### src/hdl/pin_mux_pkg.sv
// Constants for the serial and bus pin function select block
// What this block does
// - Serial clock pin: input if select 1 and direction 0; drives clock if select 0.
// - In asynchronous character mode the serial clock pin becomes a plain port pin.
// - Serial clock and flow pins are taken only while serial operation is enabled.
// - Port pins drive their latch when direction is 1, else act as input.
// - Input pins pulled high only when group pull-up bit is 1; outputs never.
// - Flow pin, disable 0: select 1 drives request, select 0 with direction 0 accepts clear.
// - Latch, hold request, hold acknowledge and read strobe own pins when mode bit0 is 1.
// - Bus clock pin drives bus clock when mode bit0 is 1 and disable bit 0.
// - Upper-byte pin: byte-high enable when strobe mode 0, upper write strobe when 1.
// - Lower write pin: single write strobe when strobe mode 0, lower strobe when 1.
// - Chip selects three and two drive pins when mode bit0 and enable bits are 1.
`default_nettype none
package pin_mux_pkg;
   localparam int ADDR_W = 10;
   localparam int DATA_W = 8;
   localparam int NUM_PINS = 12;
   localparam logic [ADDR_W-1:0] OFS_PROC_MODE   = 10'h004;
   localparam logic [ADDR_W-1:0] OFS_SYS_CLOCK   = 10'h006;
   localparam logic [ADDR_W-1:0] OFS_CHIP_SELECT = 10'h008;
   localparam logic [ADDR_W-1:0] OFS_SER_MODE    = 10'h3a0;
   localparam logic [ADDR_W-1:0] OFS_SER_CTRL    = 10'h3a4;
   localparam logic [ADDR_W-1:0] OFS_P4_DATA     = 10'h3e8;
   localparam logic [ADDR_W-1:0] OFS_P5_DATA     = 10'h3e9;
   localparam logic [ADDR_W-1:0] OFS_P4_DIR      = 10'h3ea;
   localparam logic [ADDR_W-1:0] OFS_P5_DIR      = 10'h3eb;
   localparam logic [ADDR_W-1:0] OFS_P6_DATA     = 10'h3ec;
   localparam logic [ADDR_W-1:0] OFS_P6_DIR      = 10'h3ee;
   localparam logic [ADDR_W-1:0] OFS_PULLUP      = 10'h3fd;
   localparam logic [DATA_W-1:0] REG_RESET = 8'h00;
   // Field positions
   localparam int PM_MODE_LO = 0;
   localparam int PM_MODE_HI = 1;
   localparam int PM_WR_MODE = 2;
   localparam int PM_BUSCLK_OFF = 7;
   localparam int CSC_TWO = 2;
   localparam int CSC_THREE = 3;
   localparam int SM_MODE_HI = 2;
   localparam int SM_ASYNC = 2;
   localparam int SM_CLK_EXT = 3;
   localparam int SC_FLOW_SEL = 2;
   localparam int SC_FLOW_OFF = 4;
   localparam int SCC_OUT_LO = 0;
   localparam int SCC_OUT_HI = 1;
   localparam int PU_P44 = 1;
   localparam int PU_P50 = 2;
   localparam int PU_P54 = 3;
   localparam int PU_P60 = 4;
   // Pin slots: 0..1 port4 bits 6..7, 2..9 port5 bits 0..7, 10..11 port6 bits 0..1
   localparam int PIN_SELECT_TWO = 0;
   localparam int PIN_SELECT_THREE = 1;
   localparam int PIN_LOW_WRITE = 2;
   localparam int PIN_UPPER_BYTE = 3;
   localparam int PIN_READ = 4;
   localparam int PIN_BUS_CLOCK = 5;
   localparam int PIN_HOLD_ACK = 6;
   localparam int PIN_HOLD_REQ = 7;
   localparam int PIN_ADDR_LATCH = 8;
   localparam int PIN_CLOCK_OUT = 9;
   localparam int PIN_FLOW = 10;
   localparam int PIN_SER_CLOCK = 11;
endpackage
`default_nettype wire

### src/hdl/pin_input_sync.sv
// Three-stage input synchroniser that accepts a level once two stages agree
`default_nettype none
module pin_input_sync #(
   parameter int WIDTH = 12
) (
   input  wire logic             clk,
   input  wire logic             rst_n,
   input  wire logic [WIDTH-1:0] async_in,
   output logic      [WIDTH-1:0] level
);
   logic [WIDTH-1:0] meta;
   logic [WIDTH-1:0] s2;
   logic [WIDTH-1:0] s3;
   logic [WIDTH-1:0] next_level;

   always_comb begin
      next_level = level;
      for (int i = 0; i < WIDTH; i++) begin
         if (s2[i] == s3[i]) begin
            next_level[i] = s3[i];
         end
      end
   end

   always_ff @(posedge clk) begin
      if (!rst_n) begin
         meta  <= '0;
         s2    <= '0;
         s3    <= '0;
         level <= '0;
      end else begin
         meta  <= async_in;
         s2    <= meta;
         s3    <= s2;
         level <= next_level;
      end
   end
endmodule
`default_nettype wire

### src/hdl/pin_cell.sv
// One pin: peripheral function or general port with gated pull-up
`default_nettype none
module pin_cell (
   input  wire logic dir,
   input  wire logic latch,
   input  wire logic pullup_bit,
   input  wire logic take,
   input  wire logic per_oe,
   input  wire logic per_out,
   output logic      out,
   output logic      oe,
   output logic      pull
);
   always_comb begin
      if (take) begin
         oe  = per_oe;
         out = per_out;
      end else begin
         oe  = dir;
         out = latch;
      end
      // A driven pin never gets the pull-up
      pull = pullup_bit & ~oe;
   end
endmodule
`default_nettype wire

### src/hdl/pin_function_select.sv
// Pin function select for the serial channel 0 and external bus control pins
//
// Chosen here: strobed register access.
`default_nettype none
module pin_function_select (
   input  wire logic        clk,
   input  wire logic        rst_n,
   input  wire logic [9:0]  reg_addr,
   input  wire logic [7:0]  reg_wdata,
   input  wire logic        reg_wr,
   input  wire logic        reg_rd,
   output logic      [7:0]  reg_rdata,
   input  wire logic        serial0_clock_internal,
   input  wire logic        serial0_request_to_send,
   input  wire logic        bus_clock,
   input  wire logic        address_latch,
   input  wire logic        bus_hold_acknowledge,
   input  wire logic        read_strobe,
   input  wire logic        byte_high_enable,
   input  wire logic        upper_byte_write_strobe,
   input  wire logic        single_write_strobe,
   input  wire logic        lower_byte_write_strobe,
   input  wire logic        chip_select_three,
   input  wire logic        chip_select_two,
   input  wire logic        clock_output_source,
   input  wire logic [11:0] pad_in,
   output logic      [11:0] pad_out,
   output logic      [11:0] pad_oe,
   output logic      [11:0] pad_pullup,
   output logic             serial0_clock_external,
   output logic             serial0_clear_to_send,
   output logic             hold_request,
   output logic             bus_ready
);
   localparam int N = pin_mux_pkg::NUM_PINS;

   logic [7:0] processor_mode_0;
   logic [7:0] system_clock_control_0;
   logic [7:0] chip_select_control;
   logic [7:0] serial0_mode;
   logic [7:0] serial0_control_0;
   logic [7:0] port4_direction;
   logic [7:0] port5_direction;
   logic [7:0] port6_direction;
   logic [7:0] pullup_control_1;
   logic [7:0] port4_data;
   logic [7:0] port5_data;
   logic [7:0] port6_data;

   logic [7:0] next_processor_mode_0;
   logic [7:0] next_system_clock_control_0;
   logic [7:0] next_chip_select_control;
   logic [7:0] next_serial0_mode;
   logic [7:0] next_serial0_control_0;
   logic [7:0] next_port4_direction;
   logic [7:0] next_port5_direction;
   logic [7:0] next_port6_direction;
   logic [7:0] next_pullup_control_1;
   logic [7:0] next_port4_data;
   logic [7:0] next_port5_data;
   logic [7:0] next_port6_data;
   logic [7:0] next_reg_rdata;

   logic [N-1:0] pin_level;
   logic [N-1:0] dir_v;
   logic [N-1:0] latch_v;
   logic [N-1:0] pu_v;
   logic [N-1:0] take;
   logic [N-1:0] per_oe;
   logic [N-1:0] per_out;
   logic [N-1:0] cell_out;
   logic [N-1:0] cell_oe;
   logic [N-1:0] cell_pull;
   logic [N-1:0] read_v;

   logic ext_bus;
   logic gp_mode;
   logic ser_on;
   logic ser_async;
   logic ser_clk_ext;
   logic flow_on;
   logic clk_in_fn;
   logic flow_in_fn;
   logic next_clock_external;
   logic next_clear_to_send;
   logic next_hold_request;
   logic next_bus_ready;

   pin_input_sync #(
      .WIDTH(N)
   ) u_sync (
      .clk     (clk),
      .rst_n   (rst_n),
      .async_in(pad_in),
      .level   (pin_level)
   );

   // Per-pin views of direction, latch and pull-up group
   assign dir_v = {port6_direction[1:0], port5_direction, port4_direction[7:6]};
   assign latch_v = {port6_data[1:0], port5_data, port4_data[7:6]};
   assign pu_v = {{2{pullup_control_1[pin_mux_pkg::PU_P60]}},
                  {4{pullup_control_1[pin_mux_pkg::PU_P54]}},
                  {4{pullup_control_1[pin_mux_pkg::PU_P50]}},
                  {2{pullup_control_1[pin_mux_pkg::PU_P44]}}};
   // Port reads show the pin for inputs and the latch for outputs
   assign read_v = (latch_v & dir_v) | (pin_level & ~dir_v);

   // Register file
   always_comb begin
      next_processor_mode_0       = processor_mode_0;
      next_system_clock_control_0 = system_clock_control_0;
      next_chip_select_control    = chip_select_control;
      next_serial0_mode           = serial0_mode;
      next_serial0_control_0      = serial0_control_0;
      next_port4_direction        = port4_direction;
      next_port5_direction        = port5_direction;
      next_port6_direction        = port6_direction;
      next_pullup_control_1       = pullup_control_1;
      next_port4_data             = port4_data;
      next_port5_data             = port5_data;
      next_port6_data             = port6_data;
      next_reg_rdata              = 8'h00;
      if (reg_wr) begin
         case (reg_addr)
            pin_mux_pkg::OFS_PROC_MODE:   next_processor_mode_0 = reg_wdata;
            pin_mux_pkg::OFS_SYS_CLOCK:   next_system_clock_control_0 = reg_wdata;
            pin_mux_pkg::OFS_CHIP_SELECT: next_chip_select_control = reg_wdata;
            pin_mux_pkg::OFS_SER_MODE:    next_serial0_mode = reg_wdata;
            pin_mux_pkg::OFS_SER_CTRL:    next_serial0_control_0 = reg_wdata;
            pin_mux_pkg::OFS_P4_DIR:      next_port4_direction = reg_wdata;
            pin_mux_pkg::OFS_P5_DIR:      next_port5_direction = reg_wdata;
            pin_mux_pkg::OFS_P6_DIR:      next_port6_direction = reg_wdata;
            pin_mux_pkg::OFS_PULLUP:      next_pullup_control_1 = reg_wdata;
            pin_mux_pkg::OFS_P4_DATA:     next_port4_data = reg_wdata;
            pin_mux_pkg::OFS_P5_DATA:     next_port5_data = reg_wdata;
            pin_mux_pkg::OFS_P6_DATA:     next_port6_data = reg_wdata;
            default: ;
         endcase
      end
      if (reg_rd) begin
         case (reg_addr)
            pin_mux_pkg::OFS_PROC_MODE:   next_reg_rdata = processor_mode_0;
            pin_mux_pkg::OFS_SYS_CLOCK:   next_reg_rdata = system_clock_control_0;
            pin_mux_pkg::OFS_CHIP_SELECT: next_reg_rdata = chip_select_control;
            pin_mux_pkg::OFS_SER_MODE:    next_reg_rdata = serial0_mode;
            pin_mux_pkg::OFS_SER_CTRL:    next_reg_rdata = serial0_control_0;
            pin_mux_pkg::OFS_P4_DIR:      next_reg_rdata = port4_direction;
            pin_mux_pkg::OFS_P5_DIR:      next_reg_rdata = port5_direction;
            pin_mux_pkg::OFS_P6_DIR:      next_reg_rdata = port6_direction;
            pin_mux_pkg::OFS_PULLUP:      next_reg_rdata = pullup_control_1;
            pin_mux_pkg::OFS_P4_DATA:     next_reg_rdata = {read_v[1:0], port4_data[5:0]};
            pin_mux_pkg::OFS_P5_DATA:     next_reg_rdata = read_v[9:2];
            pin_mux_pkg::OFS_P6_DATA:     next_reg_rdata = {port6_data[7:2], read_v[11:10]};
            default:                      next_reg_rdata = 8'h00;
         endcase
      end
   end

   always_ff @(posedge clk) begin
      if (!rst_n) begin
         processor_mode_0       <= pin_mux_pkg::REG_RESET;
         system_clock_control_0 <= pin_mux_pkg::REG_RESET;
         chip_select_control    <= pin_mux_pkg::REG_RESET;
         serial0_mode           <= pin_mux_pkg::REG_RESET;
         serial0_control_0      <= pin_mux_pkg::REG_RESET;
         port4_direction        <= pin_mux_pkg::REG_RESET;
         port5_direction        <= pin_mux_pkg::REG_RESET;
         port6_direction        <= pin_mux_pkg::REG_RESET;
         pullup_control_1       <= pin_mux_pkg::REG_RESET;
         port4_data             <= pin_mux_pkg::REG_RESET;
         port5_data             <= pin_mux_pkg::REG_RESET;
         port6_data             <= pin_mux_pkg::REG_RESET;
         reg_rdata              <= 8'h00;
      end else begin
         processor_mode_0       <= next_processor_mode_0;
         system_clock_control_0 <= next_system_clock_control_0;
         chip_select_control    <= next_chip_select_control;
         serial0_mode           <= next_serial0_mode;
         serial0_control_0      <= next_serial0_control_0;
         port4_direction        <= next_port4_direction;
         port5_direction        <= next_port5_direction;
         port6_direction        <= next_port6_direction;
         pullup_control_1       <= next_pullup_control_1;
         port4_data             <= next_port4_data;
         port5_data             <= next_port5_data;
         port6_data             <= next_port6_data;
         reg_rdata              <= next_reg_rdata;
      end
   end

   // Function decode
   always_comb begin
      ext_bus = processor_mode_0[pin_mux_pkg::PM_MODE_LO];
      gp_mode = ~processor_mode_0[pin_mux_pkg::PM_MODE_LO] & ~processor_mode_0[pin_mux_pkg::PM_MODE_HI];
      ser_on = |serial0_mode[pin_mux_pkg::SM_MODE_HI:0];
      ser_async = serial0_mode[pin_mux_pkg::SM_ASYNC];
      ser_clk_ext = serial0_mode[pin_mux_pkg::SM_CLK_EXT];
      flow_on = ser_on & ~serial0_control_0[pin_mux_pkg::SC_FLOW_OFF];
      clk_in_fn = ser_on & ~ser_async & ser_clk_ext & ~dir_v[pin_mux_pkg::PIN_SER_CLOCK];
      flow_in_fn = flow_on & ~serial0_control_0[pin_mux_pkg::SC_FLOW_SEL]
                   & ~dir_v[pin_mux_pkg::PIN_FLOW];
      take    = '0;
      per_oe  = '0;
      per_out = '0;
      // Serial clock: async character mode leaves the pin to the port
      if (ser_on && !ser_async) begin
         if (!ser_clk_ext) begin
            take[pin_mux_pkg::PIN_SER_CLOCK]    = 1'b1;
            per_oe[pin_mux_pkg::PIN_SER_CLOCK]  = 1'b1;
            per_out[pin_mux_pkg::PIN_SER_CLOCK] = serial0_clock_internal;
         end else if (clk_in_fn) begin
            take[pin_mux_pkg::PIN_SER_CLOCK] = 1'b1;
         end
      end
      if (flow_on && serial0_control_0[pin_mux_pkg::SC_FLOW_SEL]) begin
         take[pin_mux_pkg::PIN_FLOW]    = 1'b1;
         per_oe[pin_mux_pkg::PIN_FLOW]  = 1'b1;
         per_out[pin_mux_pkg::PIN_FLOW] = serial0_request_to_send;
      end else if (flow_in_fn) begin
         take[pin_mux_pkg::PIN_FLOW] = 1'b1;
      end
      if (ext_bus) begin
         take[pin_mux_pkg::PIN_ADDR_LATCH]    = 1'b1;
         per_oe[pin_mux_pkg::PIN_ADDR_LATCH]  = 1'b1;
         per_out[pin_mux_pkg::PIN_ADDR_LATCH] = address_latch;
         take[pin_mux_pkg::PIN_HOLD_REQ]      = 1'b1;
         take[pin_mux_pkg::PIN_HOLD_ACK]      = 1'b1;
         per_oe[pin_mux_pkg::PIN_HOLD_ACK]    = 1'b1;
         per_out[pin_mux_pkg::PIN_HOLD_ACK]   = bus_hold_acknowledge;
         take[pin_mux_pkg::PIN_READ]          = 1'b1;
         per_oe[pin_mux_pkg::PIN_READ]        = 1'b1;
         per_out[pin_mux_pkg::PIN_READ]       = read_strobe;
         // Ready input owns the clock output pin in bus modes
         take[pin_mux_pkg::PIN_CLOCK_OUT]     = 1'b1;
         if (!processor_mode_0[pin_mux_pkg::PM_BUSCLK_OFF]) begin
            take[pin_mux_pkg::PIN_BUS_CLOCK]    = 1'b1;
            per_oe[pin_mux_pkg::PIN_BUS_CLOCK]  = 1'b1;
            per_out[pin_mux_pkg::PIN_BUS_CLOCK] = bus_clock;
         end
         take[pin_mux_pkg::PIN_UPPER_BYTE]   = 1'b1;
         per_oe[pin_mux_pkg::PIN_UPPER_BYTE] = 1'b1;
         take[pin_mux_pkg::PIN_LOW_WRITE]    = 1'b1;
         per_oe[pin_mux_pkg::PIN_LOW_WRITE]  = 1'b1;
         if (processor_mode_0[pin_mux_pkg::PM_WR_MODE]) begin
            per_out[pin_mux_pkg::PIN_UPPER_BYTE] = upper_byte_write_strobe;
            per_out[pin_mux_pkg::PIN_LOW_WRITE]  = lower_byte_write_strobe;
         end else begin
            per_out[pin_mux_pkg::PIN_UPPER_BYTE] = byte_high_enable;
            per_out[pin_mux_pkg::PIN_LOW_WRITE]  = single_write_strobe;
         end
         if (chip_select_control[pin_mux_pkg::CSC_THREE]) begin
            take[pin_mux_pkg::PIN_SELECT_THREE]    = 1'b1;
            per_oe[pin_mux_pkg::PIN_SELECT_THREE]  = 1'b1;
            per_out[pin_mux_pkg::PIN_SELECT_THREE] = chip_select_three;
         end
         if (chip_select_control[pin_mux_pkg::CSC_TWO]) begin
            take[pin_mux_pkg::PIN_SELECT_TWO]    = 1'b1;
            per_oe[pin_mux_pkg::PIN_SELECT_TWO]  = 1'b1;
            per_out[pin_mux_pkg::PIN_SELECT_TWO] = chip_select_two;
         end
      end else if (gp_mode && (system_clock_control_0[pin_mux_pkg::SCC_OUT_HI:pin_mux_pkg::SCC_OUT_LO] != 2'h0))
      begin
         take[pin_mux_pkg::PIN_CLOCK_OUT]    = 1'b1;
         per_oe[pin_mux_pkg::PIN_CLOCK_OUT]  = 1'b1;
         per_out[pin_mux_pkg::PIN_CLOCK_OUT] = clock_output_source;
      end
      // Peripheral inputs see the filtered pin only while they own it
      next_clock_external = clk_in_fn & ~ser_async & pin_level[pin_mux_pkg::PIN_SER_CLOCK];
      next_clear_to_send  = flow_in_fn & pin_level[pin_mux_pkg::PIN_FLOW];
      next_hold_request   = ext_bus & pin_level[pin_mux_pkg::PIN_HOLD_REQ];
      next_bus_ready      = ext_bus & pin_level[pin_mux_pkg::PIN_CLOCK_OUT];
   end

   for (genvar i = 0; i < N; i++) begin : g_pin
      pin_cell u_cell (
         .dir       (dir_v[i]),
         .latch     (latch_v[i]),
         .pullup_bit(pu_v[i]),
         .take      (take[i]),
         .per_oe    (per_oe[i]),
         .per_out   (per_out[i]),
         .out       (cell_out[i]),
         .oe        (cell_oe[i]),
         .pull      (cell_pull[i])
      );
   end

   // Pads and peripheral inputs are registered, costing one cycle of latency
   always_ff @(posedge clk) begin
      if (!rst_n) begin
         pad_out                <= '0;
         pad_oe                 <= '0;
         pad_pullup             <= '0;
         serial0_clock_external <= 1'b0;
         serial0_clear_to_send  <= 1'b0;
         hold_request           <= 1'b0;
         bus_ready              <= 1'b0;
      end else begin
         pad_out                <= cell_out;
         pad_oe                 <= cell_oe;
         pad_pullup             <= cell_pull;
         serial0_clock_external <= next_clock_external;
         serial0_clear_to_send  <= next_clear_to_send;
         hold_request           <= next_hold_request;
         bus_ready              <= next_bus_ready;
      end
   end
endmodule
`default_nettype wire

### config.mk
export PLATFORM = sky130hd
export DESIGN_NAME = pin_function_select
export DESIGN_NICKNAME = d
export VERILOG_FILES = /design/src/hdl/pin_mux_pkg.sv /design/src/hdl/pin_input_sync.sv /design/src/hdl/pin_cell.sv /design/src/hdl/pin_function_select.sv
export SDC_FILE = /design/constraint.sdc
export NUM_CORES = 1
export LEC_CHECK = 0
export BUFFER_PORTS_ARGS = -buffer_cell sky130_fd_sc_hd__buf_4
export CORE_MARGIN = 2
export CORE_UTILIZATION = 56
export DETAILED_ROUTE_END_ITERATION = 7
export GPL_TIMING_DRIVEN = 0
export PLACE_DENSITY = 0.78
export SETUP_SLACK_MARGIN = 0.02
export SLEW_MARGIN = 20
export SYNTH_ARGS = -nofsm -noshare
export SYNTH_HDL_FRONTEND = slang
export SYNTH_HIERARCHICAL = 1
export SYNTH_SLANG_ARGS = --single-unit
### constraint.sdc
create_clock -name clk -period 2.4 [get_ports clk]
set_clock_uncertainty 0.1 [all_clocks]
set_input_delay 0.48 -clock clk [delete_from_list [all_inputs] [get_ports clk]]
set_output_delay 0.48 -clock clk [all_outputs]
set_load 0.02 [all_outputs]
**Word-level counts from Yosys, hierarchy flattened**

Index checks and enable logic that the tools add are counted.
W data, S select, Z words.

- Eq/ne operators: 24
- Mux-type cells: 52
- Bitwise operators: 48
- Reduce and logical (&&, ||, !) cells: 20

Operators by type and width:

| operator | number |
|---|---|
| $pmux W8 S12 | 1 |
| $eq A10 B10 Y1 const B | 9 |
| $mux W1 | 47 |
| $reduce_and A2 Y1 | 13 |
| $and A1 B1 Y1 | 24 |
| $and A12 B12 Y12 | 2 |
| $eq A10 B3 Y1 const B | 2 |
| $not A1 Y1 | 20 |
| $mux W7 | 2 |
| $eq A1 B1 Y1 | 12 |
| $not A12 Y12 | 1 |
| $or A12 B12 Y12 | 1 |
| $eq A10 B4 Y1 const B | 1 |
| $mux W9 | 1 |
| $logic_and A1 B1 Y1 | 3 |
| $reduce_or A3 Y1 | 1 |
| $mux W2 | 1 |
| $reduce_bool A2 Y1 | 1 |
| $reduce_or A2 Y1 | 1 |
| $logic_not A1 Y1 | 1 |

- Register bits: 192
- Input port bits: 47
- Output and inout bits: 48

**Logic depth before layout (Yosys ltp)**

- Word-level depth: 10
- Mapped depth: 9
- Gate-level depth less buffers: 6

**Modules after synthesis**

Netlist, hierarchy kept.

By module, submodules not included:

| module | times used | cells each | area each (µm²) | seq. area each (µm²) |
|---|---|---|---|---|
| pin_function_select | 1 | 680 | 6143.4 | 2882.8 |
| pin_input_sync | 1 | 125 | 1440.1 | 960.9 |
| pin_cell | 12 | 4 | 36.3 | 0.0 |

**Worst setup path after synthesis**

No wires, ideal clock.

- Kind: input-to-reg
- Start: input reg_addr[5]
- End: register processor_mode_0[0]
- Setup time: 118 ps
- Data arrival time: 1753 ps
- Path slack: 428 ps
- Cell stages on the path: 5
- Buffers on the path: 0
- Cell sequence: or4_1 -> nor2_1 -> nand3_2 -> mux2i_1 -> nor2b_1

- Longest elaborated chain between the ends: 2

RTL lines:

| what | line | RTL |
|---|---|---|
| from (decl) | pin_function_select.sv:8 | `input wire logic [9:0] reg_addr,` |
| $eq A10 B3 Y1 | pin_function_select.sv:124 | `case (reg_addr)` |
| $reduce_and A2 Y1 (no source line) | -- |  |
| to (signal assigned) | pin_function_select.sv:161 | `processor_mode_0 <= pin_mux_pkg::REG_RESET;` |
| to (signal assigned) | pin_function_select.sv:175 | `processor_mode_0 <= next_processor_mode_0;` |
| to (decl) | pin_function_select.sv:37 | `logic [7:0] processor_mode_0;` |

Every way passes these cells.
A chain may end at the register's enable or synchronous reset.

**Final worst setup path**

- Start: input reg_addr[1]
- End: register reg_rdata[4]

- Longest elaborated chain between the ends: 2
- Elaborated cells on any way between the ends: 13
- Classes of those cells: eq/ne: 12; mux: 1

RTL lines:

| what | line | RTL |
|---|---|---|
| $eq A10 B10 Y1, or another cell as far along | pin_function_select.sv:141 | `case (reg_addr)` |
| $pmux W8 S12 (*) | pin_function_select.sv:141 |  |
| to (signal assigned) | pin_function_select.sv:187 | `reg_rdata <= next_reg_rdata;` |
| to (decl) | pin_function_select.sv:12 | `output logic [7:0] reg_rdata,` |

Mark *: on every way between the ends. The rest lies on a longest branch, timed or not.

==> metrics.cfg <==
[hold_path]
hold_start = pad_in[4]
hold_path.class = primary input to flip-flop

[synth]
synth_enable_flop_cells = 0
synth_common_cells = dfxtp_1, nand2_1, and2_1
synthTopCellsByArea = dfxtp_1, nand2_1, and2_1
ys_async_sr_fraction_pct = 0
synth_top_area_share_pct = 47.93
synth_area_sq_um = 8019
ys_seq_area_share_pct = 47.93
synth_cell_types = 55
yosysTopAreaCell = dfxtp_1
syn_avg_cell_area_sq_um = 9.401
synth.most_common_cell = dfxtp_1
ys_seq_elements = 192
syn_inst = 853
yosysWarnings = 6
synthFlopType = dfxtp_1

[sta]
fin_crit_sh_pct = 94.08
tightest_slew_ns = 0.8824
hold_viol_final = 0
rsz0062_at_grt = false
clock.fmax_mhz = 442.9
relSlewSlack_pct = 41.18
fin_hold_ws_ns = 0.1525
drv_slew = 0
setup_violations = 0
min_period_ns = 2.258
tns_ns = 0

[place]
port_buffers = 92
dp_cells = 1126
dp_hpwl_microns = 15090
gp_congestion = 0.9590

[layout]
areaGrowthSynthToFinish_pct = 19.00
drive_gt1_share_pct = 21.57
multiInputGateArea_sq_um = 3877
fin_nets = 1012
seqCellArea_sq_um = 3845
finalNonFillerCells = 1158
antenna_cells = 0
nFillCells = 1133

[grt]
grt_pass1_wl_microns = 32490
grt_max_degree = 25
track_usage_pct = 28.54
antenna_found_initial = 1
grt_pass1_vias = 6008
grt_overflow = 0

[critical_path]
cp.arrival_ns = 2.50
slowest_stage = buf_1
cpPeakStageDelay_ns = 0.52
cp-end-kind = flip-flop
worst_r2r_startpoint = processor_mode_0[0]
critPathKind = primary input to flip-flop
cp_max_fo = 10
crit_required_ns = 2.65
worstSetupStartpoint = reg_addr[1]
start_kind = primary input
cp_cell_sequence = buf_4 -> buf_2 -> buf_2 -> buf_1 -> o21ai_0 -> a31oi_1 -> a21oi_1 -> a21oi_1

[cts]
cts_made_buffers = 17
cts_sinks = 192
cts_max_level = 4
root_buffer = clkbuf_16
cts_tree = done
postCtsSetupRepairBufs = 0
max-clock-path-buffers = 2
holdBufCountCts = 0
clkLatencyLatePin_ns = 0.43
clk_pin_slew_ns = 0.07
cts-resized-gates = 1

[detailed_routing]
viasPerCell = 5.602
vias = 6487
wl_per_cell_microns = 18.18
drtPass1Iterations = 5
ant_nets = 0
drt_iter0_markers = 532
wl_microns = 21050
drcViolationCount = 0

[floorplan]
start_util_pct = 57.55
ioPinCount = 95
rows = 43
core_area_sq_um = 13930
die_h_microns = 123.7
die-area_sq_um = 15290
die_w_microns = 123.7

[power_and_ir_drop]
clkPwrFrac_pct = 44.6
p_seq_share_pct = 50.7
p_int_mw = 4.903
p_sw_share_pct = 22.72
p_per_area_nw_per_um2 = 664.9
p_comb_share_pct = 4.6
leakagePower_nw = 3.683
ir_drop_mv = 0.5121
p_sw_mw = 1.442

[job]
maxCapViolCount = 0

[status]
status = finished clean

## final timing paths
path                                  endpoint  slack [ns]  cells past startpoint
worst min register to register    u_sync/s2[9]        0.33                      1
worst min-delay path            u_sync/meta[4]        0.15                      2
worst max-delay path              reg_rdata[4]        0.14                      8
worst max register to register      pad_out[0]        0.31                      4
## cells in the final DEF, fill, tap and decap left out, types with 4 or more instances in the layout
cell type	instances
a21boi_2	4
a21boi_1	30
nand3_1	30
buf_4	94
nor2_2	12
nor2b_1	31
and2_1	82
mux2_4	12
nand2b_1	5
mux4_2	4
o21ai_0	26
a21oi_1	8
a21boi_0	51
inv_1	13
clkbuf_16	17
dfxtp_1	191
clkbuf_1	30
and3_1	8
mux2_2	18
a221oi_1	5
mux2i_1	33
nor2_1	16
nand2_1	146
clkbuf_8	4
a31oi_1	6
a22oi_1	15
clkinv_4	4
buf_2	16
nor3_1	8
a2bb2oi_1	5
## per-layer routing
layer  share of wire, %  track usage, %  up-vias
li1                   -               -     3131
met5              0.062               0        -
met4                3.8           13.78        2
met3                7.8           6.273       58
met1                 44           38.31     3015
met2                 45           43.65      281
## power groups by stage
stage	clock, mW	sequential, mW	combinational, mW
after detailed placement	0	3.29	0.291
after floorplan	0	3.29	0.149
after CTS	2.88	3.22	0.291
final	2.83	3.22	0.294
after global routing	3.00	3.22	0.314
after global placement	0	3.29	0.288
## layout make-up
| cell class | count | area share [%] |
|---|---|---|
| sequential | 192 | 40.29 |
| inverter | 13 | 0.5113 |
| clock inverter | 11 | 1.285 |
| buffer | 54 | 2.648 |
| clock buffer | 21 | 5.035 |
| timing repair buffer | 92 | 7.237 |
| tap | 180 | 2.360 |
| multi-input combinational | 595 | 40.63 |
## cells by family after synthesis
kind of cell           Yosys count  synth area share (%)
multiplexers                    67                 10.02
flip-flops                     192                 47.93
other                            1               0.04676
AO/OA/AOI/OAI                  162                 14.46
AND/OR/NAND/NOR                364                 23.78
buffers and inverters           67                 3.760
## stage by stage
step                      util, %  cell area (sq um)  setup WS [ns]  power [mW]
after floorplan                 -               8023         0.4285       3.438
after global placement      64.15               8939        -0.2308       3.580
after detailed placement    64.15               8939        -0.2315       3.584
after CTS                   68.48               9543         0.2162       6.386
after global routing        68.48               9543        0.07551       6.534
final                       68.48               9543         0.1421       6.345
## critical path, delay by kind of cell
family,cells,cell delay [ns]
buffers and inverters,4,1.13
AOI/OAI and AO/OA,4,0.90
## registers in the layout, indices dropped and copies added (netlist names), 12 cells and up
name and count:
u_sync/level 12, u_sync/s2 12, pad_pullup 12, u_sync/meta 12
pad_out 12, u_sync/s3 12, pad_oe 12
Note: power is estimated with default switching activity, not from simulation.
